--- src/rtl/eadec_consts.vh ---
// constants of the emulation-map address decoder
`ifndef EADEC_CONSTS_VH
`define EADEC_CONSTS_VH

// apb register byte offsets
`define EADEC_OFS_CTRL      8'h00
`define EADEC_OFS_TOP       8'h04
`define EADEC_OFS_STATUS    8'h08
`define EADEC_OFS_ERR       8'h0C
`define EADEC_OFS_LASTADDR  8'h10

// control register field positions
`define EADEC_CTRL_MSE_EN   0
`define EADEC_CTRL_TEA_EN   1
`define EADEC_CTRL_DISCONT  2
`define EADEC_CTRL_CPU_HOLE 3
`define EADEC_CTRL_PCI_HOLE 4
`define EADEC_CTRL_ROM_LO   5
`define EADEC_CTRL_ROM_HI   6
`define EADEC_CTRL_ROM8     7
`define EADEC_CTRL_W        8

// error register field positions
`define EADEC_ERR_MSE       0
`define EADEC_ERR_TEA       1

// reset values
`define EADEC_CTRL_RST      8'h00
`define EADEC_TOP_RST       8'h3F

// processor address windows
`define EADEC_HOLE_LO       32'h000A_0000
`define EADEC_HOLE_HI       32'h000B_FFFF
`define EADEC_PHOLE_HI      32'h000F_FFFF
`define EADEC_RSVD_LO       32'h4000_0000
`define EADEC_RSVD_HI       32'h7FFF_FFFF
`define EADEC_PMEM_LO       32'h8000_0000
`define EADEC_PMEM_HI       32'hFCFF_FFFF
`define EADEC_ISAM_LO       32'hFD00_0000
`define EADEC_ISAM_HI       32'hFDFF_FFFF
`define EADEC_ISAIO_LO      32'hFE00_0000
`define EADEC_ISAIO_HI      32'hFE7F_FFFF
`define EADEC_IO_LO         32'hFE80_0000
`define EADEC_IO_HI         32'hFEBF_FFFF
`define EADEC_CFGA_LO       32'hFEC0_0000
`define EADEC_CFGA_HI       32'hFEDF_FFFF
`define EADEC_CFGD_LO       32'hFEE0_0000
`define EADEC_CFGD_HI       32'hFEEF_FFFF
`define EADEC_IACK_LO       32'hFEF0_0000
`define EADEC_IACK_HI       32'hFEFF_FFFF
`define EADEC_ROM64_LO      32'hFF00_0000
`define EADEC_ROM64_HI      32'hFF7F_FFFF
`define EADEC_ROMX_LO       32'hFF80_0000
`define EADEC_SYSM_LO       32'h0010_0000

// decode classes
`define EADEC_CL_SYSMEM     4'h0
`define EADEC_CL_PCIMEM     4'h1
`define EADEC_CL_PCIIO      4'h2
`define EADEC_CL_CFGADDR    4'h3
`define EADEC_CL_CFGDATA    4'h4
`define EADEC_CL_INTACK     4'h5
`define EADEC_CL_ROMLOC     4'h6
`define EADEC_CL_ROMPCI     4'h7
`define EADEC_CL_RSVD       4'h8
`define EADEC_CL_TEA        4'h9

`endif

--- src/rtl/eadec_cpu_map.v ---
// processor-side address classification and translation
`timescale 1ns/1ps
`include "eadec_consts.vh"
module eadec_cpu_map (
  addr,
  we,
  io_discont,
  cpu_hole_pci,
  rom_lo_pci,
  rom_hi_pci,
  cls,
  pci_addr
);
  input  wire [31:0] addr;         // processor byte address, bit 0 lsb
  input  wire        we;           // write when high
  input  wire        io_discont;   // discontiguous legacy i/o mode
  input  wire        cpu_hole_pci; // hole goes to pci memory when high
  input  wire        rom_lo_pci;   // lower rom half lives on pci
  input  wire        rom_hi_pci;   // upper rom half lives on pci
  output reg  [3:0]  cls;          // decode class
  output reg  [31:0] pci_addr;     // translated address

  // inclusive window test, used for every window but the open-ended upper rom half
  function in_rng;
    input [31:0] a;
    input [31:0] lo;
    input [31:0] hi;
    begin
      in_rng = (a >= lo) && (a <= hi);
    end
  endfunction

  // classify; pass-through address unless a window translates it
  always @* begin
    cls      = `EADEC_CL_SYSMEM;
    pci_addr = addr;
    if (in_rng(addr, `EADEC_HOLE_LO, `EADEC_HOLE_HI)) begin
      cls = cpu_hole_pci ? `EADEC_CL_PCIMEM : `EADEC_CL_SYSMEM;
    end else if (in_rng(addr, `EADEC_RSVD_LO, `EADEC_RSVD_HI)) begin
      cls = `EADEC_CL_RSVD;
    end else if (in_rng(addr, `EADEC_PMEM_LO, `EADEC_PMEM_HI)) begin
      cls = `EADEC_CL_PCIMEM;
    end else if (in_rng(addr, `EADEC_ISAM_LO, `EADEC_ISAM_HI)) begin
      cls      = `EADEC_CL_PCIMEM;
      pci_addr = {8'h00, addr[23:0]};
    end else if (in_rng(addr, `EADEC_ISAIO_LO, `EADEC_ISAIO_HI)) begin
      if (io_discont) begin
        cls      = `EADEC_CL_PCIIO;
        // big-endian a9..a19 are bits 22..12, a27..a31 are bits 4..0
        pci_addr = {16'h0000, addr[22:12], addr[4:0]};
      end else begin
        // only the first 64 kbytes exist in contiguous mode
        cls      = (addr[23:16] == 8'h00) ? `EADEC_CL_PCIIO : `EADEC_CL_RSVD;
        pci_addr = {8'h00, addr[23:0]};
      end
    end else if (in_rng(addr, `EADEC_IO_LO, `EADEC_IO_HI)) begin
      cls      = `EADEC_CL_PCIIO;
      pci_addr = {8'h00, addr[23:0]};
    end else if (in_rng(addr, `EADEC_CFGA_LO, `EADEC_CFGA_HI)) begin
      cls = `EADEC_CL_CFGADDR;
    end else if (in_rng(addr, `EADEC_CFGD_LO, `EADEC_CFGD_HI)) begin
      cls = `EADEC_CL_CFGDATA;
    end else if (in_rng(addr, `EADEC_IACK_LO, `EADEC_IACK_HI)) begin
      cls = we ? `EADEC_CL_TEA : `EADEC_CL_INTACK;
    end else if (in_rng(addr, `EADEC_ROM64_LO, `EADEC_ROM64_HI)) begin
      cls = rom_lo_pci ? `EADEC_CL_ROMPCI : `EADEC_CL_ROMLOC;
    end else if (addr >= `EADEC_ROMX_LO) begin
      // same address on both buses, no translation
      cls = rom_hi_pci ? `EADEC_CL_ROMPCI : `EADEC_CL_ROMLOC;
    end
  end
endmodule // eadec_cpu_map

--- src/rtl/eadec_pci_claim.v ---
// inbound pci cycle claim decision
`timescale 1ns/1ps
`include "eadec_consts.vh"
module eadec_pci_claim (
  addr,
  is_io,
  top_field,
  pci_hole_sys,
  claim
);
  input  wire [31:0] addr;         // pci address
  input  wire        is_io;        // i/o cycle when high
  input  wire [7:0]  top_field;    // system memory top, 1 mbyte units
  input  wire        pci_hole_sys; // hole goes to system memory when high
  output reg         claim;        // forward to system memory

  // i/o cycles never reach memory; top bound only gates the upper area
  always @* begin
    claim = 1'b0;
    if (is_io) begin
      claim = 1'b0;
    end else if (addr < `EADEC_HOLE_LO) begin
      claim = 1'b1;
    end else if (addr <= `EADEC_PHOLE_HI) begin
      claim = pci_hole_sys;
    end else begin
      // bits 31..28 must be zero, 27..20 compared to the top field
      claim = (addr[31:28] == 4'h0) && (addr[27:20] <= top_field);
    end
  end
endmodule // eadec_pci_claim

--- src/rtl/eadec_top.v ---
// emulation-map address decoder with apb control registers
//
// Notes on behaviour
// - reserved 1g-2g: error or all-ones reads
// - isa memory window forwarded, top byte cleared
// - upper i/o window forwarded, top byte cleared
// - contiguous i/o: top byte cleared, rest reserved
// - discontiguous i/o address built from split bits
// - config index range aliases to one port
// - config data range aliases to one port
// - int-ack read launches cycle; write gives error
// - top 16m is rom, upper half width selectable
// - rom may sit locally, on pci, or both
// - compatibility hole steered by two control bits
// - claim pci memory from 1m to top
// - above top, leave pci memory to others
// - top field never affects processor forwarding
// - pci i/o never makes a memory cycle
// - registers little-endian, bit 0 least significant
//
// every answer is registered, one cycle after its strobe;
// pulses stand one cycle, the rest until the next request;
// apb answers in the first access cycle, no wait states;
// inputs are taken as already on clk_sys, no synchronisers
//
// Chosen here: the APB register port and the address map.
`timescale 1ns/1ps
`include "eadec_consts.vh"
module eadec_top (
  clk_sys,
  rst,
  psel,
  penable,
  pwrite,
  paddr,
  pwdata,
  prdata,
  pready,
  pslverr,
  cpu_req,
  cpu_addr,
  cpu_we,
  cpu_done,
  cpu_class,
  cpu_pci_addr,
  cpu_rd_ones,
  cpu_wr_drop,
  cpu_rom8,
  mem_sel_err,
  transfer_error_ack,
  pci_req,
  pci_addr,
  pci_is_io,
  pci_done,
  pci_claim,
  pci_mem_addr
);
  input  wire        clk_sys;            // 20 mhz system clock
  input  wire        rst;                // synchronous, active high
  input  wire        psel;               // apb select
  input  wire        penable;            // apb access phase
  input  wire        pwrite;             // apb write
  input  wire [7:0]  paddr;              // apb byte address
  input  wire [31:0] pwdata;             // apb write data
  output reg  [31:0] prdata;             // apb read data
  output reg         pready;             // apb ready
  output reg         pslverr;            // apb error on unmapped address
  input  wire        cpu_req;            // processor request strobe
  input  wire [31:0] cpu_addr;           // processor address
  input  wire        cpu_we;             // processor write
  output reg         cpu_done;           // decode result valid, one cycle
  output reg  [3:0]  cpu_class;          // decode class
  output reg  [31:0] cpu_pci_addr;       // translated address
  output reg         cpu_rd_ones;        // answer read with all ones
  output reg         cpu_wr_drop;        // discard this write
  output reg         cpu_rom8;           // rom access is 8-bit wide
  output reg         mem_sel_err;        // memory select error pulse
  output reg         transfer_error_ack; // transfer error pulse
  input  wire        pci_req;            // inbound pci request strobe
  input  wire [31:0] pci_addr;           // inbound pci address
  input  wire        pci_is_io;          // inbound cycle is i/o
  output reg         pci_done;           // claim result valid, one cycle
  output reg         pci_claim;          // claim for system memory
  output reg  [31:0] pci_mem_addr;       // system memory address

  ////////////////////////////////////////////////////////////////////
  // control state
  // all that software can program lives here
  reg [`EADEC_CTRL_W-1:0] ctrl_r;     // control bits
  reg [7:0]               top_r;      // system_memory_top_field
  reg [1:0]               err_r;      // sticky error flags
  reg [3:0]               last_cls_r; // last processor class
  reg                     last_clm_r; // last pci claim answer

  wire mse_en       = ctrl_r[`EADEC_CTRL_MSE_EN];
  wire tea_en       = ctrl_r[`EADEC_CTRL_TEA_EN];
  wire io_discont   = ctrl_r[`EADEC_CTRL_DISCONT];
  wire cpu_hole_pci = ctrl_r[`EADEC_CTRL_CPU_HOLE]; // cpu_side_legacy_hole_steer
  wire pci_hole_sys = ctrl_r[`EADEC_CTRL_PCI_HOLE];
  wire rom_lo_pci   = ctrl_r[`EADEC_CTRL_ROM_LO];
  wire rom_hi_pci   = ctrl_r[`EADEC_CTRL_ROM_HI];
  wire rom8         = ctrl_r[`EADEC_CTRL_ROM8];

  ////////////////////////////////////////////////////////////////////
  // decoders; the processor map is given no top field at all
  // both are pure logic; their answers are registered below
  // so every output leaves the block from a flip-flop
  wire [3:0]  map_cls;  // processor class
  wire [31:0] map_addr; // processor translated address
  wire        map_clm;  // inbound claim

  eadec_cpu_map u_cpu_map (
    .addr         (cpu_addr),
    .we           (cpu_we),
    .io_discont   (io_discont),
    .cpu_hole_pci (cpu_hole_pci),
    .rom_lo_pci   (rom_lo_pci),
    .rom_hi_pci   (rom_hi_pci),
    .cls          (map_cls),
    .pci_addr     (map_addr)
  );

  eadec_pci_claim u_pci_claim (
    .addr         (pci_addr),
    .is_io        (pci_is_io),
    .top_field    (top_r),
    .pci_hole_sys (pci_hole_sys),
    .claim        (map_clm)
  );

  ////////////////////////////////////////////////////////////////////
  // processor side result registers
  // reserved and int-ack hits are decided once, shared by the
  // pulses, the sticky flags and the drop/all-ones qualifiers
  wire cpu_rsvd = (map_cls == `EADEC_CL_RSVD);
  wire cpu_tea  = (map_cls == `EADEC_CL_TEA);
  wire rom_hit  = (map_cls == `EADEC_CL_ROMLOC) || (map_cls == `EADEC_CL_ROMPCI);
  // only the upper rom half may be narrow; lower half stays 64-bit
  // taken from the raw address, since both halves share a class
  wire rom_up   = (cpu_addr >= `EADEC_ROMX_LO);
  wire set_mse  = cpu_req && cpu_rsvd && mse_en;
  wire set_tea  = cpu_req && cpu_tea && tea_en;

  // class and address hold until the next strobe, so a slow
  // consumer may read them late; the pulses are one-shot
  // a request every cycle is fine: nothing here is multi-cycle
  // one result per request, presented the cycle after the strobe
  always @(posedge clk_sys) begin
    if (rst) begin
      cpu_done           <= 1'b0;
      cpu_class          <= `EADEC_CL_SYSMEM;
      cpu_pci_addr       <= 32'h0000_0000;
      cpu_rd_ones        <= 1'b0;
      cpu_wr_drop        <= 1'b0;
      cpu_rom8           <= 1'b0;
      mem_sel_err        <= 1'b0;
      transfer_error_ack <= 1'b0;
      last_cls_r         <= `EADEC_CL_SYSMEM;
    end else begin
      cpu_done           <= cpu_req;
      mem_sel_err        <= set_mse;
      transfer_error_ack <= set_tea;
      if (cpu_req) begin
        cpu_class    <= map_cls;
        cpu_pci_addr <= map_addr;
        // with the error off, reads float high and writes vanish
        cpu_rd_ones  <= cpu_rsvd && !mse_en && !cpu_we;
        // an int-ack write never updates anything, error or not
        cpu_wr_drop  <= cpu_we && (cpu_rsvd || cpu_tea);
        cpu_rom8     <= rom_hit && rom_up && rom8;
        last_cls_r   <= map_cls;
      end
    end
  end

  ////////////////////////////////////////////////////////////////////
  // inbound pci result registers
  // claim rules live in the claim module; this stage registers
  // the address is zeroed when not claimed, so a stale one
  // can never pass for a live system memory address
  always @(posedge clk_sys) begin
    if (rst) begin
      pci_done     <= 1'b0;
      pci_claim    <= 1'b0;
      pci_mem_addr <= 32'h0000_0000;
      last_clm_r   <= 1'b0;
    end else begin
      pci_done <= pci_req;
      if (pci_req) begin
        pci_claim    <= map_clm;
        // claimed addresses map one to one onto system memory
        pci_mem_addr <= map_clm ? pci_addr : 32'h0000_0000;
        last_clm_r   <= map_clm;
      end
    end
  end

  ////////////////////////////////////////////////////////////////////
  // apb slave: answer prepared in setup, ready in the first access cycle
  // register map, one aligned word each:
  //   0x00 control: b0 select error on, b1 transfer error on,
  //        b2 discontiguous i/o, b3 cpu hole to pci,
  //        b4 pci hole to memory, b5/b6 lower/upper rom on pci,
  //        b7 upper rom 8-bit
  //   0x04 system_memory_top_field, 1 mbyte units
  //   0x08 status, read only: last class and last claim
  //   0x0c error flags, write one to clear
  //   0x10 last translated cpu address, read only
  // unmapped offsets answer with pslverr
  function [2:0] reg_sel;
    input [7:0] a;
    begin
      case (a)
        `EADEC_OFS_CTRL:     reg_sel = 3'd1;
        `EADEC_OFS_TOP:      reg_sel = 3'd2;
        `EADEC_OFS_STATUS:   reg_sel = 3'd3;
        `EADEC_OFS_ERR:      reg_sel = 3'd4;
        `EADEC_OFS_LASTADDR: reg_sel = 3'd5;
        default:             reg_sel = 3'd0;
      endcase
    end
  endfunction

  wire       apb_setup = psel && !penable;
  wire       apb_done  = psel && penable && pready;
  wire [2:0] sel       = reg_sel(paddr);
  wire       wr_ok     = apb_done && pwrite && !pslverr;

  // read mux; bit 0 of each register is data bit 0
  // status and last address reflect the last request only
  reg [31:0] rd_nxt;
  always @* begin
    rd_nxt = 32'h0000_0000;
    case (sel)
      3'd1:    rd_nxt = {24'h00_0000, ctrl_r};
      3'd2:    rd_nxt = {24'h00_0000, top_r};
      3'd3:    rd_nxt = {27'h000_0000, last_clm_r, last_cls_r};
      3'd4:    rd_nxt = {30'h0000_0000, err_r};
      3'd5:    rd_nxt = cpu_pci_addr;
      default: rd_nxt = 32'h0000_0000;
    endcase
  end

  // bus handshake; reserved bits read zero and ignore writes
  // pready rises only after a setup cycle, so it never spans
  // two accesses; read data are zero outside that cycle
  always @(posedge clk_sys) begin
    if (rst) begin
      pready  <= 1'b0;
      pslverr <= 1'b0;
      prdata  <= 32'h0000_0000;
    end else if (apb_setup) begin
      pready  <= 1'b1;
      pslverr <= (sel == 3'd0);
      prdata  <= pwrite ? 32'h0000_0000 : rd_nxt;
    end else begin
      pready  <= 1'b0;
      pslverr <= 1'b0;
      prdata  <= 32'h0000_0000;
    end
  end

  ////////////////////////////////////////////////////////////////////
  // writable registers
  // only a completed, error-free access writes; writes to
  // unmapped or read-only offsets vanish without side effects
  // control has no reserved bits in its byte, so all of it
  // is taken; data bits above the byte are ignored
  always @(posedge clk_sys) begin
    if (rst) begin
      ctrl_r <= `EADEC_CTRL_RST;
      top_r  <= `EADEC_TOP_RST;
    end else if (wr_ok) begin
      if (sel == 3'd1) begin
        ctrl_r <= pwdata[`EADEC_CTRL_W-1:0];
      end
      if (sel == 3'd2) begin
        top_r <= pwdata[7:0];
      end
    end
  end

  // sticky errors: write one clears, a new event in the same cycle wins
  // each flag clears alone; losing the clear means no event
  // is ever missed, at the cost of one more clear by software
  always @(posedge clk_sys) begin
    if (rst) begin
      err_r <= 2'b00;
    end else begin
      if (set_mse) begin
        err_r[`EADEC_ERR_MSE] <= 1'b1;
      end else if (wr_ok && (sel == 3'd4) && pwdata[`EADEC_ERR_MSE]) begin
        err_r[`EADEC_ERR_MSE] <= 1'b0;
      end
      if (set_tea) begin
        err_r[`EADEC_ERR_TEA] <= 1'b1;
      end else if (wr_ok && (sel == 3'd4) && pwdata[`EADEC_ERR_TEA]) begin
        err_r[`EADEC_ERR_TEA] <= 1'b0;
      end
    end
  end
endmodule // eadec_top

--- config.mk ---
export PLATFORM = sky130hd
export DESIGN_NAME = eadec_top
export DESIGN_NICKNAME = d
export VERILOG_FILES = /design/src/rtl/eadec_cpu_map.v /design/src/rtl/eadec_pci_claim.v /design/src/rtl/eadec_top.v
export VERILOG_INCLUDE_DIRS = /design/src /design/src/rtl
export SDC_FILE = /design/constraint.sdc
export NUM_CORES = 1
export LEC_CHECK = 0
export BUFFER_PORTS_ARGS = -buffer_cell sky130_fd_sc_hd__buf_2
export CORE_MARGIN = 4
export CORE_UTILIZATION = 53
export CTS_BUF_LIST = sky130_fd_sc_hd__clkbuf_8
export CTS_CLUSTER_DIAMETER = 60
export DETAILED_ROUTE_END_ITERATION = 10
export GPL_TIMING_DRIVEN = 1
export PLACE_DENSITY = 0.91
export SLEW_MARGIN = 25
export SYNTH_ARGS = -nofsm -noshare
export SYNTH_HDL_FRONTEND = slang
export SYNTH_SLANG_ARGS = --single-unit
--- constraint.sdc ---
create_clock -name clk_sys -period 3.74 [get_ports clk_sys]
set_input_delay 1.122 -clock clk_sys [delete_from_list [all_inputs] [get_ports clk_sys]]
set_output_delay 1.122 -clock clk_sys [all_outputs]
set_load 0.05 [all_outputs]
==> metrics, run 1 <==
# hold bufs at CTS=0; io pins=approximately 220; Final Cycle Share=about 73%; Final Max Slew Viols=0; Detailed Routing Iterations Pass 1=5; Post-Syn Instances=approximately 570; Worst Skew=between 0.01 and 0.015 ns; EDFF count, synth=0; Critical Path Slowest Stage Cell=o41a_1; std cell rows=35; worst slew pin tran=0.987 ns; Initial Utilization=a little over half; met2 Use GR=42.0%; Synth top area share=between 50 and 60%; share of cells above drive strength 1=32.3%; flop-to-flop setup slack=1.41 ns; antenna-violating nets left=0; RSZ-0062 raised after global routing=false; clk_lat worst skew=roughly 0.44 ns; fin cells=around 900; CTS tree=built; largest net degree at the start of global routing=57; Leak Pwr=~3.0 nW; CP Launch Type=primary input; Worst slew margin=between 30% and 40%; Post-Route Utilization=between 70% and 80%; WP data arrival=~3.0 ns; most common cell in the netlist=dfxtp_1; setup bufs post-CTS=0; Die Height=about 110 µm; CP Capture Type=register; min-delay src=pci_mem_addr[0]; Hold Path End=pci_mem_addr[0]; worst r2r src=top_r[7]; post-CTS sizing=0; average instance area after synthesis=8.82 µm²; Mapped Area=5040 µm²; Max Cap Viol=0; WL final=around 15,000 µm; post-place setup slack=0.701 ns; Synth top cells by count=dfxtp_1, nand2_1, nand3_1; setup tns final=0 ns; GPL Wtd Cong=~0.87; hold_ws=around 0.45 ns; final setup margin=~1.0 ns; worst-case vdd ir drop=around 0.23 mV; Hold Path Depth=2; CTS Sinks=around 130; footprint of the multi-input gates=about 2300 µm²; GR Util All Layers=25.7%; clk slew on worst S/H paths=about 0.080 ns; initial antenna violation count=0; Area after DPL=roughly 6100 µm²; final setup fails=0; WS Path Type=primary input to register; via count=5,035; Final Cell Area=~6500 µm²; Yosys cell types=55; Placed Instances=869; Root Buffer=clkbuf_8; full die area=roughly 11,000 µm²; R2R cell count=7; Vias per Instance=5.59; Port-buffer cells=198; synthesis-stage register bit count=128; Yosys warning total=0; cts bufs inserted=17; crit path cell chain=buf_2, ha_1, o21a_1, o32ai_1, nor2_1, o41a_1, o21ai_0; GRT Max-Usage Layer=met2; post-synth top area cell=dfxtp_1; Primary FF master, synth=dfxtp_1; register area=around 2600 µm²; Initial DRC Count=about 420; CP Max Fanout=29; vias in the first global route=~5,000; top cells by area, synth=dfxtp_1, nand2_1, nand3_1, a21oi_1, and3_1; ANT cells=0; Final Hold Vio Count=0; Synthesized Nets=~690; global-route wire length before repair=about 23,000 µm; Die Wd=105 µm; gr ovfl total=0; share of the yosys chip area belonging to registers=roughly 51%; power density of the placed cells=439 nW/µm²; GR Util met1=30.7%; Post-DP HPWL=about 11,000 µm; CTS max path bufs=2; Fillers=between 600 and 700; crit path time final=around 2.7 ns; WP data required=4.01 ns; fmax=approximately 0.37 GHz; GRT met3 Usage=6.80%; H-tree Lvls=4; Residual DRC=0; Syn-to-layout area delta=28.9%; ys async rst share=0%; outcome=finished, final reports clean; crit-path max cell delay=0.78 ns; Final nets=880; WL/cell=~16 µm; Core Box Area=about 9200 µm²; RR Endpoint=pci_mem_addr[3]; Power Total=~2.8 mW; worst hold path class=register to register
-- flip-flops by register name, summed over array words and instances (netlist names), 2 cells and up --
register and flops:
prdata 32, last_cls_r 4, ctrl_r 8, top_r 8, err_r 2, pci_mem_addr 32, cpu_pci_addr 32
-- critical path: cells and delay by family --
kind	cells	cell delay, ns
adder cells (fa/ha/maj)	1	0.32
AND/OR/NAND/NOR	1	0.13
AO/OA/AOI/OAI	4	1.28
buffers and inverters	1	0.13
-- logic make-up (layout without fill, tap and decap cells) --
kind of cell	Yosys count	count (layout)	synth area share, %
buffers and inverters	52	253	4.27
multiplexers	9	9	2.31
AO/OA/AOI/OAI	116	116	14.7
AND/OR/NAND/NOR	258	258	25.8
flip-flops	128	128	50.9
adder cells (fa/ha/maj)	8	8	1.99
-- layout make-up --
cell class	instances	share of cell area [%]
Tap cell	129	2.49
Clock inverter	15	2.35
Timing Repair Buffer	207	16.3
Inverter	14	0.809
Clock buffer	17	3.60
Sequential cell	128	39.5
Multi-Input combinational cell	391	35.0
-- worst max-delay path by stage --
stage / end / start / depth (start not counted)
6_report: pci_mem_addr[3] / pci_addr[27] / 7
5_1_grt: pci_mem_addr[9] / pci_addr[21] / 7
4_1_cts: pci_mem_addr[14] / pci_addr[27] / 7
3_5_place_dp: pci_mem_addr[14] / pci_addr[27] / 7
3_3_place_gp: top_r[1] / paddr[5] / 5
2_1_floorplan: top_r[4] / paddr[5] / 4
-- cell usage in the layout, fill, tap and decap left out, types with 2 or more instances in the layout --
cell type	count
a211oi_1	3
a21oi_1	41
a222oi_1	4
a22o_1	2
a22oi_1	4
a311o_1	4
a311oi_1	11
a31oi_1	2
and2_1	5
and3_1	29
buf_2	198
buf_4	9
clkbuf_8	17
clkinv_4	4
clkinvlp_4	3
dfxtp_1	128
ha_1	8
inv_1	14
inv_6	3
inv_8	3
mux2i_1	6
mux4_2	2
nand2_1	82
nand2b_1	13
nand3_1	45
nand3b_1	3
nand4_1	5
nor2_1	42
nor2b_1	14
nor3_1	4
nor4_1	3
o21ai_0	30
o31ai_1	2
or4_1	2
-- report_power, final --
group          total [mW]  leakage (nW)  internal [mW]  switching (mW)
clock network        1.14         0.189          0.545           0.599
logic               0.298          1.81         0.0913           0.207
registers            1.41          1.04           1.39          0.0185
total                2.85          3.03           2.02           0.825
-- metal layers --
| metal | share of wire [%] | up-vias | routed length, µm |
|---|---|---|---|
| met4 | 4.1 | 0 | 606 |
| met1 | 40 | 2322 | 5870 |
| li1 | - | 2393 | - |
| met2 | 48 | 266 | 7020 |
| met3 | 7.6 | 54 | 1110 |
| met5 | 0 | - | 0 |
No activity file was read; power rests on OpenSTA's default activity.
==> run 2, diff against run 1 <==
--- a/config.mk
+++ b/config.mk
@@ -8,12 +8,12 @@
 export LEC_CHECK = 0
 export BUFFER_PORTS_ARGS = -buffer_cell sky130_fd_sc_hd__buf_2
 export CORE_MARGIN = 4
-export CORE_UTILIZATION = 53
+export CORE_UTILIZATION = 44
 export CTS_BUF_LIST = sky130_fd_sc_hd__clkbuf_8
 export CTS_CLUSTER_DIAMETER = 60
 export DETAILED_ROUTE_END_ITERATION = 10
 export GPL_TIMING_DRIVEN = 1
-export PLACE_DENSITY = 0.91
+export PLACE_DENSITY = 0.81
 export SLEW_MARGIN = 25
 export SYNTH_ARGS = -nofsm -noshare
 export SYNTH_HDL_FRONTEND = slang
==> constraint.sdc (replaced) <==
create_clock -name clk_sys -period 2.21 [get_ports clk_sys]
set_input_delay 0.663 -clock clk_sys [delete_from_list [all_inputs] [get_ports clk_sys]]
set_output_delay 0.663 -clock clk_sys [all_outputs]
set_load 0.05 [all_outputs]
==> run 2 against run 1 <==
Net effect:
- via count hardly changed
- core utilization is 8.8 points lower
- non-clock buffer count is 23 higher
- sequential share of layout area is 1.7 points lower
- sequential power is 69% higher
- global-route usage is 3.1 points lower
- worst hold slack better by 0.0019 ns
- worst setup slack worse by 0.73 ns
- final cell count is 3.9% higher
- largest cell class unchanged
- largest power group unchanged
==> metrics, run 2 (synthesis gave the netlist of run 1 again) <==
R2R cell count=8; Max Cap Viol=0; power density of the placed cells=a little under 800 nW/µm²; Final Hold Vio Count=0; CTS max path bufs=2; worst slew pin tran=0.604 ns; flop-to-flop setup slack=around 0.30 ns; vias in the first global route=4,849; largest net degree at the start of global routing=41; Hold Path End=pci_mem_addr[0]; Fillers=930; cts bufs inserted=17; Hold Path Depth=2; worst-case vdd ir drop=approximately 0.65 mV; # hold bufs at CTS=0; std cell rows=38; fmax=~0.52 GHz; CP Capture Type=register; Root Buffer=clkbuf_8; worst hold path class=register to register; Core Box Area=11,000 µm²; Worst slew margin=about three fifths; post-place setup slack=-0.116 ns; io pins=approximately 220; RR Endpoint=pci_mem_addr[4]; crit-path max cell delay=approximately 0.4 ns; Post-DP HPWL=between 10,000 and 15,000 µm; crit path time final=about 1.9 ns; biggest registers after layout=cpu_pci_addr x32, pci_mem_addr x32, prdata x32; CTS tree=built; min-delay src=pci_mem_addr[0]; Vias per Instance=5.38; Power Total=roughly 5.2 mW; most frequent cells in the layout=buf_2, dfxtp_1, nand2_1; Detailed Routing Iterations Pass 1=5; clk_lat worst skew=roughly 0.43 ns; crit path cell chain=inv_1, ha_1, nor2b_1, o21bai_1, a21oi_1, o41a_1, buf_12, o21ai_0; Syn-to-layout area delta=34.6%; initial antenna violation count=1; WL/cell=between 15 and 20 µm; clk slew on worst S/H paths=0.07 ns; CTS Sinks=about 130; final setup margin=just under 0.3 ns; H-tree Lvls=4; via count=roughly 5,000; worst r2r src=top_r[1]; WP data required=~2.6 ns; Worst Skew=between 0.008 and 0.009 ns; Leak Pwr=3.21 nW; gr ovfl total=0; WL final=approximately 15,000 µm; GPL Wtd Cong=between 0.8 and 0.9; Final nets=between 900 and 1,000; WS Path Type=register to register; Initial DRC Count=roughly 400; Die Wd=between 100 and 150 µm; Worst path top cell family by delay=compound AO/OA/AOI/OAI gates; global-route wire length before repair=between 20,000 and 25,000 µm; WP buf/inv=2; setup bufs post-CTS=0; full die area=between 10,000 and 15,000 µm²; CP Launch Type=register; Residual DRC=0; WP data arrival=about 2.3 ns; outcome=finished, final reports clean; commonest non-fill, non-tap cell in the layout=buf_2; post-CTS sizing=0; share of cells above drive strength 1=around 34%; Final Max Slew Viols=0; Final Cycle Share=approximately 87%; Die Height=roughly 110 µm; final setup fails=0; Initial Utilization=around 46%; antenna-violating nets left=0; Port-buffer cells=198; GR Util All Layers=around 23%; RSZ-0062 raised after global routing=false; CP Max Fanout=29; Critical Path Slowest Stage Cell=dfxtp_1
-- run 2: layer usage --
| metal | GRT usage, % | vias to the layer above | routed length [µm] |
|---|---|---|---|
| met1 | 26.7 | 2349 | 6150 |
| met4 | 10.3 | 2 | 490 |
| met3 | 7.05 | 42 | 1070 |
| met2 | 37.4 | 200 | 7660 |
| met5 | 0 | - | 12 |
| li1 | - | 2445 | - |
-- run 2: worst max-delay path by stage --
| stage | start | to | slack, ns | cells past startpoint |
|---|---|---|---|---|
| 2_1_floorplan | paddr[5] | top_r[4] | 0.001 | 4 |
| 3_3_place_gp | paddr[5] | top_r[5] | -0.08 | 6 |
| 3_5_place_dp | paddr[5] | top_r[5] | -0.12 | 6 |
| 4_1_cts | top_r[1] | pci_mem_addr[4] | 0.31 | 8 |
| 5_1_grt | top_r[1] | pci_mem_addr[4] | 0.18 | 8 |
| 6_report | top_r[1] | pci_mem_addr[4] | 0.30 | 8 |
-- run 2: layout make-up --
| cell class | count | area, µm² | area share, % |
|---|---|---|---|
| Multi-Input combinational cell | 391 | 2270 | 33.4 |
| Sequential cell | 128 | 2560 | 37.8 |
| Tap cell | 140 | 175 | 2.58 |
| Clock buffer | 20 | 275 | 4.06 |
| Clock inverter | 12 | 188 | 2.77 |
| Antenna cell | 1 | 2.50 | 0.0369 |
| Inverter | 14 | 52.6 | 0.775 |
| Timing Repair Buffer | 230 | 1260 | 18.5 |
-- run 2: worst register-to-register path: cells and delay by family, from the launching register on --
| kind | cells | cell delay [ns] |
|---|---|---|
| AO/OA/AOI/OAI | 4 | 0.76 |
| adder cells (fa/ha/maj) | 1 | 0.29 |
| buffers and inverters | 2 | 0.25 |
| flip-flops | 1 | 0.39 |
| AND/OR/NAND/NOR | 1 | 0.14 |
-- run 2: metrics by stage --
step                std cells  setup TNS (ns)  area (µm²)  util, %  hold WS (ns)
detailed placement        903           -1.53        6310     57.2         0.438
CTS                       935               0        6780     61.4         0.444
finish                    936               0        6780     61.5         0.452
global placement          903          -0.461        6310     57.2         0.431
global route              935               0        6780     61.4         0.452
floorplan                 571               0        5040        -         0.444
-- run 2: where the power goes --
group | switching, mW | internal (mW) | leakage [nW] | total, mW
Sequential | 0.0329 | 2.35 | 1.04 | 2.38
Combinational | 0.354 | 0.174 | 1.93 | 0.528
Clock | 0.883 | 1.42 | 0.243 | 2.31
